### src/core/sar_adc_serial_readout_cfg.svh
// timing and sequence constants of the serial readout sequencer
`ifndef SAR_ADC_SERIAL_READOUT_CFG_SVH
`define SAR_ADC_SERIAL_READOUT_CFG_SVH

`define RESULT_WIDTH   12
`define EDGE_CNT_WIDTH 5
// falling serial-clock edges counted from the select fall
`define EDGE_HOLD      5'h02
`define EDGE_MSB       5'h03
`define EDGE_LSB       5'h0E
`define EDGE_PD_FIRST  5'h0E
`define EDGE_PD_SECOND 5'h10
`define EDGE_REPEAT    5'h0F
`define EDGE_LAST      5'h19
`define EDGE_RELEASE   5'h1A
`define EDGE_SAT       5'h1F
// reset value of the held code
`define CODE_RESET     12'h000

`endif

### src/core/sar_adc_serial_readout_pkg.sv
// types shared by the serial readout sequencer
package sar_adc_serial_readout_pkg;

	typedef enum logic [2:0] {
		IDLE,
		ACQUIRE,
		SHIFT_MSB,
		SHIFT_LSB,
		DONE
	} seq_state_t;

	typedef struct packed {
		logic selN;
		logic sclk;
	} serial_in_t;

	typedef struct packed {
		logic analogOn;
		logic digitalOn;
		logic outputOn;
	} power_t;

endpackage

### src/core/sar_adc_serial_readout.sv
// sequencer for a differential sampling converter behind a 3-wire serial port
`timescale 1ns/1ps
`include "sar_adc_serial_readout_cfg.svh"

module sar_adc_serial_readout #(
	parameter int RESULT_W = `RESULT_WIDTH
) (
	// clock and reset
	input  wire logic                  core_clk,
	input  wire logic                  rstn,
	// serial pins, synchronous to core_clk
	input  wire logic                  selN,
	input  wire logic                  sclk,
	// code from the comparator array, two's complement
	input  wire logic [RESULT_W-1:0]   convCode,
	// serial data output
	output logic                       dout,
	output logic                       doutOe,
	// status of the sampling switch and power domains
	output logic                       acquiring,
	output logic                       analogOn,
	output logic                       digitalOn,
	output logic                       outputOn
);

	// the edge numbers of the sequence are fixed, so only one result width can be served;
	// refused at elaboration rather than at run time
	if (RESULT_W != `RESULT_WIDTH) begin : g_width_check
		$error("sequence edges only serve a 12-bit result");
	end

	sar_adc_serial_readout_pkg::seq_state_t state;
	sar_adc_serial_readout_pkg::seq_state_t next_state;
	sar_adc_serial_readout_pkg::serial_in_t prevIn;
	sar_adc_serial_readout_pkg::serial_in_t next_prevIn;
	sar_adc_serial_readout_pkg::power_t     power;
	sar_adc_serial_readout_pkg::power_t     next_power;
	logic [`EDGE_CNT_WIDTH-1:0]             edgeCnt;
	logic [`EDGE_CNT_WIDTH-1:0]             next_edgeCnt;
	logic [RESULT_W-1:0]                    heldCode;
	logic [RESULT_W-1:0]                    next_heldCode;
	logic                                   next_dout;
	logic                                   next_doutOe;
	logic                                   next_acquiring;
	logic                                   sclkFall;
	logic                                   selFall;
	logic [`EDGE_CNT_WIDTH-1:0]             nextEdge;

	// msb-first index for edges 3..14, lsb-first index for edges 15..25
	function automatic logic [3:0] bitIndex(input logic [`EDGE_CNT_WIDTH-1:0] n);
		logic [`EDGE_CNT_WIDTH-1:0] idx;
		idx = '0;
		if (n <= `EDGE_LSB) begin
			idx = `EDGE_LSB - n;
		end else begin
			idx = n - `EDGE_LSB;
		end
		return idx[3:0];
	endfunction

	assign sclkFall = prevIn.sclk & ~sclk;
	assign selFall  = prevIn.selN & ~selN;
	// counter saturates so stray clocks after the sequence change nothing
	assign nextEdge = (edgeCnt == `EDGE_SAT) ? edgeCnt : edgeCnt + 5'h01;

	// one-cycle events decoded once and shared by the groups of state that use them
	logic                                   activeSeq;
	logic                                   startEv;
	logic                                   stepEv;
	logic                                   holdEv;
	logic                                   shiftEv;
	logic                                   releaseEv;
	logic                                   analogOffEv;

	// states in which a serial-clock fall advances the sequence
	always_comb begin
		activeSeq = 1'b0;
		unique case (state)
			sar_adc_serial_readout_pkg::IDLE: begin
				activeSeq = 1'b0;
			end
			sar_adc_serial_readout_pkg::ACQUIRE: begin
				activeSeq = 1'b1;
			end
			sar_adc_serial_readout_pkg::SHIFT_MSB: begin
				activeSeq = 1'b1;
			end
			sar_adc_serial_readout_pkg::SHIFT_LSB: begin
				activeSeq = 1'b1;
			end
			sar_adc_serial_readout_pkg::DONE: begin
				// the sequence is over; clocks are ignored from here
				activeSeq = 1'b0;
			end
		endcase
	end

	// a restart needs select high first, so only a real fall counts
	assign startEv = ~selN & selFall & (state == sar_adc_serial_readout_pkg::IDLE);

	// a clock fall seen together with the select fall is not counted
	assign stepEv = ~selN & sclkFall & activeSeq;

	assign holdEv = stepEv & (state == sar_adc_serial_readout_pkg::ACQUIRE)
		& (nextEdge == `EDGE_HOLD);

	assign releaseEv = stepEv & (state == sar_adc_serial_readout_pkg::SHIFT_LSB)
		& (nextEdge == `EDGE_RELEASE);

	assign shiftEv = stepEv & ~releaseEv
		& ((state == sar_adc_serial_readout_pkg::SHIFT_MSB)
		| (state == sar_adc_serial_readout_pkg::SHIFT_LSB));

	// the sixteenth-fall power down is already done at the fourteenth, kept for clarity
	assign analogOffEv = stepEv
		& (((state == sar_adc_serial_readout_pkg::SHIFT_MSB) & (nextEdge == `EDGE_PD_FIRST))
		| ((state == sar_adc_serial_readout_pkg::SHIFT_LSB) & (nextEdge == `EDGE_PD_SECOND)));

	// pin history for edge detection
	always_comb begin
		next_prevIn.selN = selN;
		next_prevIn.sclk = sclk;
	end

	// history resets high, so a select held low through reset counts as a select fall
	always_ff @(posedge core_clk) begin
		if (!rstn) begin
			prevIn <= '1;
		end else begin
			prevIn <= next_prevIn;
		end
	end

	// sequencer: state and count of clock falls since the select fall
	always_comb begin
		next_state   = state;
		next_edgeCnt = edgeCnt;
		if (selN) begin
			// sequencer parked while select is high
			next_state   = sar_adc_serial_readout_pkg::IDLE;
			next_edgeCnt = '0;
		end else begin
			unique case (state)
				sar_adc_serial_readout_pkg::IDLE: begin
					if (startEv) begin
						next_state   = sar_adc_serial_readout_pkg::ACQUIRE;
						next_edgeCnt = '0;
					end
				end
				sar_adc_serial_readout_pkg::ACQUIRE: begin
					if (stepEv) begin
						next_edgeCnt = nextEdge;
					end
					if (holdEv) begin
						next_state = sar_adc_serial_readout_pkg::SHIFT_MSB;
					end
				end
				sar_adc_serial_readout_pkg::SHIFT_MSB: begin
					if (stepEv) begin
						next_edgeCnt = nextEdge;
					end
					if (stepEv && nextEdge == `EDGE_REPEAT) begin
						next_state = sar_adc_serial_readout_pkg::SHIFT_LSB;
					end
				end
				sar_adc_serial_readout_pkg::SHIFT_LSB: begin
					if (stepEv) begin
						next_edgeCnt = nextEdge;
					end
					if (releaseEv) begin
						next_state = sar_adc_serial_readout_pkg::DONE;
					end
				end
				sar_adc_serial_readout_pkg::DONE: begin
					// stray clocks change nothing until select goes high
					next_edgeCnt = edgeCnt;
				end
			endcase
		end
	end

	always_ff @(posedge core_clk) begin
		if (!rstn) begin
			state   <= sar_adc_serial_readout_pkg::IDLE;
			edgeCnt <= '0;
		end else begin
			state   <= next_state;
			edgeCnt <= next_edgeCnt;
		end
	end

	// sampling switch and held code
	always_comb begin
		next_heldCode  = heldCode;
		next_acquiring = acquiring;
		if (selN) begin
			next_acquiring = 1'b0;
		end else if (startEv) begin
			next_acquiring = 1'b1;
		end else if (holdEv) begin
			// code is two's complement as delivered by the array
			next_heldCode  = convCode;
			next_acquiring = 1'b0;
		end
	end

	// the held code survives select high so a late reader of the pins sees no glitch
	always_ff @(posedge core_clk) begin
		if (!rstn) begin
			heldCode  <= `CODE_RESET;
			acquiring <= 1'b0;
		end else begin
			heldCode  <= next_heldCode;
			acquiring <= next_acquiring;
		end
	end

	// serial output register and its driver enable
	always_comb begin
		next_dout   = dout;
		next_doutOe = doutOe;
		if (selN) begin
			// a raise by the fifteenth fall also lands here: no repeat
			next_dout   = 1'b0;
			next_doutOe = 1'b0;
		end else if (holdEv) begin
			next_doutOe = 1'b1;
			next_dout   = 1'b0;
		end else if (releaseEv) begin
			next_doutOe = 1'b0;
			next_dout   = 1'b0;
		end else if (shiftEv) begin
			// each bit goes out as soon as it is decided
			next_dout = heldCode[bitIndex(nextEdge)];
		end else if (state == sar_adc_serial_readout_pkg::DONE) begin
			next_doutOe = 1'b0;
		end
	end

	always_ff @(posedge core_clk) begin
		if (!rstn) begin
			dout   <= 1'b0;
			doutOe <= 1'b0;
		end else begin
			dout   <= next_dout;
			doutOe <= next_doutOe;
		end
	end

	// power domains
	always_comb begin
		next_power = power;
		if (selN) begin
			// full power down only while select is high
			next_power.analogOn  = 1'b0;
			next_power.digitalOn = 1'b0;
			next_power.outputOn  = 1'b0;
		end else if (startEv) begin
			next_power.analogOn  = 1'b1;
			next_power.digitalOn = 1'b1;
			next_power.outputOn  = 1'b1;
		end else begin
			if (analogOffEv) begin
				// burst: the digital path stays up from here, the output path until the release edge
				next_power.analogOn = 1'b0;
			end
			if (releaseEv) begin
				next_power.outputOn = 1'b0;
			end
		end
	end

	always_ff @(posedge core_clk) begin
		if (!rstn) begin
			power <= '0;
		end else begin
			power <= next_power;
		end
	end

	// each power output is a bit of the power register
	assign analogOn  = power.analogOn;
	assign digitalOn = power.digitalOn;
	assign outputOn  = power.outputOn;

endmodule

### config.mk
export PLATFORM = sky130hd
export DESIGN_NAME = sar_adc_serial_readout
export DESIGN_NICKNAME = d
export VERILOG_FILES = /design/src/core/sar_adc_serial_readout_pkg.sv /design/src/core/sar_adc_serial_readout.sv
export VERILOG_INCLUDE_DIRS = /design/src /design/src/core
export SDC_FILE = /design/constraint.sdc
export NUM_CORES = 1
export LEC_CHECK = 0
export BUFFER_PORTS_ARGS = -buffer_cell sky130_fd_sc_hd__clkbuf_2
export CAP_MARGIN = 40
export CORE_ASPECT_RATIO = 1.4
export CORE_UTILIZATION = 37
export CTS_BUF_LIST = sky130_fd_sc_hd__clkbuf_2 sky130_fd_sc_hd__clkbuf_4 sky130_fd_sc_hd__clkbuf_8
export CTS_CLUSTER_DIAMETER = 30
export DETAILED_ROUTE_END_ITERATION = 12
export SYNTH_ARGS = -nofsm -noshare
export SYNTH_HDL_FRONTEND = slang
export SYNTH_SLANG_ARGS = --single-unit
### constraint.sdc
create_clock -name core_clk -period 2.7 [get_ports core_clk]
set_input_delay 0.81 -clock core_clk [delete_from_list [all_inputs] [get_ports core_clk]]
set_output_delay 0.81 -clock core_clk [all_outputs]
set_load 0.05 [all_outputs]
==> run summary <==
Root Buffer: clkbuf_8
Reg clk slew, reported paths: 0.09 ns
RSZ-0062 raised after global routing: false
Avg Synthesized Cell Area: 8.879 um^2
Cts repair resizes: 0
Placed Cells: 245
Yosys cell types: 45
Slowest stage delay, CP: 0.49 ns
Synthesized Nets: 198
Final period util: 0.9160
Relative slew slack: 0.6329
Logic pwr share: 0.103
Initial antenna violation count: 0
P_sw: 163.8 uW
Layout cells sized above 1: 0.2098
CP Class: reg2reg
Mapped Area: 0.001572 mm^2
Final non-filler cell total: 248
First-pass GRT wire length: 5671 um
Cell repeated most along the worst path: ha_1
Leak: 0.8600 nW
CTS Buf Count: 3
CTS max path bufs: 2
Yosys top cell area share: 0.3567
Synth area leaders: dfxtp_1, mux2i_1, nor2b_1
IO Port Bufs: 21
GPL Wtd Cong: 0.8567
P_int: 550.6 uW
Hold_ws: 0.4711 ns
Status: finished, final reports clean
Crit path time final: 2.473 ns
Switching Share: 0.2293
Nets: 228
Worst Hold Class: reg2reg
Hold buffer count at cts: 0
Worst path cell trace: ha_1 > nand4_1 > mux2i_1 > inv_1 > ha_1 > nand2_1 > o21ai_0 > buf_4 > mux4_2 > nand3_1 > a31oi_1
Routed Antenna Nets: 0
WP data required: 2.85 ns
Critical path's slowest cell: mux4_2
Top-count cell post-synth: dfxtp_1
Setup Fix Bufs, Post-CTS: 0
Ys flop type: dfxtp_1
Fin. max-slew vios: 0
Worst VDD drop: 255.6 uV
Post-synth EDFFs: 0
Endpoints failing setup: 0
DIE AREA: 0.004516 mm^2
Worst-Skew Late Latency: 0.27 ns
Max-cap violations: 0
Detailed Place HPWL: 2711 um
Vias in the first global route: 1302
GRT Total Usage: 0.1567
Seq/Total Area, Yosys: 0.3567
Core box area: 0.003986 mm^2
Worst path arrival time: 2.63 ns
Most frequent cells after synthesis: dfxtp_1, mux2i_1, nor2_1, nor2b_1, a21oi_1
Standard-cell row count: 27
Synthesized instance count: 177
Htree depth: 1
Final Hold Fails: 0
PwrDens: 392.7 mW/mm^2
Vias/cell: 5.492
TNS Setup: 0 ns
Crit-path leading delay family: multiplexers
Ant. Diodes: 0
CP bufs+invs: 2
Synth warn: 0
CTS Sinks: 28
Total gr overflow: 0
Final core occ: 0.4564
Crit path launch type: flop
Area delta synth->final: 15.76%
Yosys reg bits: 28
Worst-path maximum fanout: 3
Fmax: 0.4043 GHz
Drt wl/cell: 13.41 um
Clk network pwr share: 0.303
Post-route DRC: 0
CTS tree: built
Routed vias: 1362
Wirelength, routed: 3325 um
Io pins: 22
Drt initial violations: 66
Initial DRT Pass Iterations: 4
Total power: 714.4 uW
Die height: 79.11 um
Final Skew: 0.006253 ns
Die W: 57.08 um
Starting density of the core: 0.3942
Largest net degree at the start of global routing: 15
Async S/R FF share, synth: 0
Reg power frac: 0.594
Yosys top cell by area: dfxtp_1
Nature of the critical path endpoint: flop
Slew @ Worst Pin: 0.5449 ns
cell usage in the layout (no fill, tap or decap), types with 3 or more instances in the layout:
master and n:
nor2_1 16, a31oi_1 5, buf_4 14, nand2_1 10
ha_1 5, nor3b_1 3, clkbuf_8 3, o21ai_0 3
nor2b_1 15, dfxtp_1 28, nand3_1 8, a21oi_1 13
clkbuf_2 21, inv_1 5, mux2i_1 19
layout make-up:
class                      instances  area, um^2
multi-input combinational        134       934.6
clock buffer                       3       41.29
tap                               43       53.80
sequential                        28       560.5
inverter                           5       18.77
timing repair buffer              35       210.2
fill                             395        2167
power by group through the flow:
| stage | logic (mW) | clock network [mW] | registers, mW |
|---|---|---|---|
| after floorplan | 0.0364 | 0 | 0.443 |
| after global placement | 0.0733 | 0 | 0.434 |
| after detailed placement | 0.0742 | 0 | 0.434 |
| after CTS | 0.0745 | 0.225 | 0.424 |
| after global routing | 0.0817 | 0.240 | 0.425 |
| final | 0.0739 | 0.216 | 0.424 |
through the flow:
step	cell area (um^2)	worst slack, ns
2_1_floorplan	1572	0.03777
3_3_place_gp	1778	0.004111
3_5_place_dp	1778	-0.04841
4_1_cts	1819	0.2064
5_1_grt	1819	0.01935
6_report	1819	0.2267
per-layer routing:
layer	vias up	GRT usage	part of all wire
met5	-	0	0
met4	0	0.06341	0.027
met3	10	0.01954	0.020
met2	22	0.2871	0.52
met1	631	0.1806	0.43
li1	699	-	-
worst register-to-register path, cell delays in order (launching register included):
cell and delay (ns):
dfxtp_1 0.35, ha_1 0.19, nand4_1 0.19, mux2i_1 0.26
inv_1 0.09, ha_1 0.29, nand2_1 0.05, o21ai_0 0.10
buf_4 0.17, mux4_2 0.49, nand3_1 0.09, a31oi_1 0.08
registers in the layout, summed over array words and instances (netlist names):
name,cells
heldCode,12
edgeCnt,5
state,3
prevIn,2
acquiring,1
analogOn,1
digitalOn,1
dout,1
doutOe,1
outputOn,1
cell families after synthesis:
family | count (synthesis) | synth area share
and+or+nand+nor | 67 | 0.2301
AOI/OAI and AO/OA | 38 | 0.1656
DFF | 28 | 0.3567
muxes | 21 | 0.1425
buffers and inverters | 15 | 0.04856
adders and majority gates | 5 | 0.03981
xor gates and xnor gates | 3 | 0.01672
worst paths after layout:
| check | startpoint | endpoint | slack, ns | cells after the start |
|---|---|---|---|---|
| worst min register to register | doutOe$_SDFFE_PP0P_ | doutOe$_SDFFE_PP0P_ | 0.47 | 2 |
| worst max-delay path | edgeCnt[0]$_SDFFE_PP0P_ | dout$_SDFFE_PP0P_ | 0.23 | 11 |
| worst max register to register | edgeCnt[0]$_SDFFE_PP0P_ | dout$_SDFFE_PP0P_ | 0.23 | 11 |
| worst min-delay path | doutOe$_SDFFE_PP0P_ | doutOe$_SDFFE_PP0P_ | 0.47 | 2 |
No activity file was read; power rests on OpenSTA's default activity.
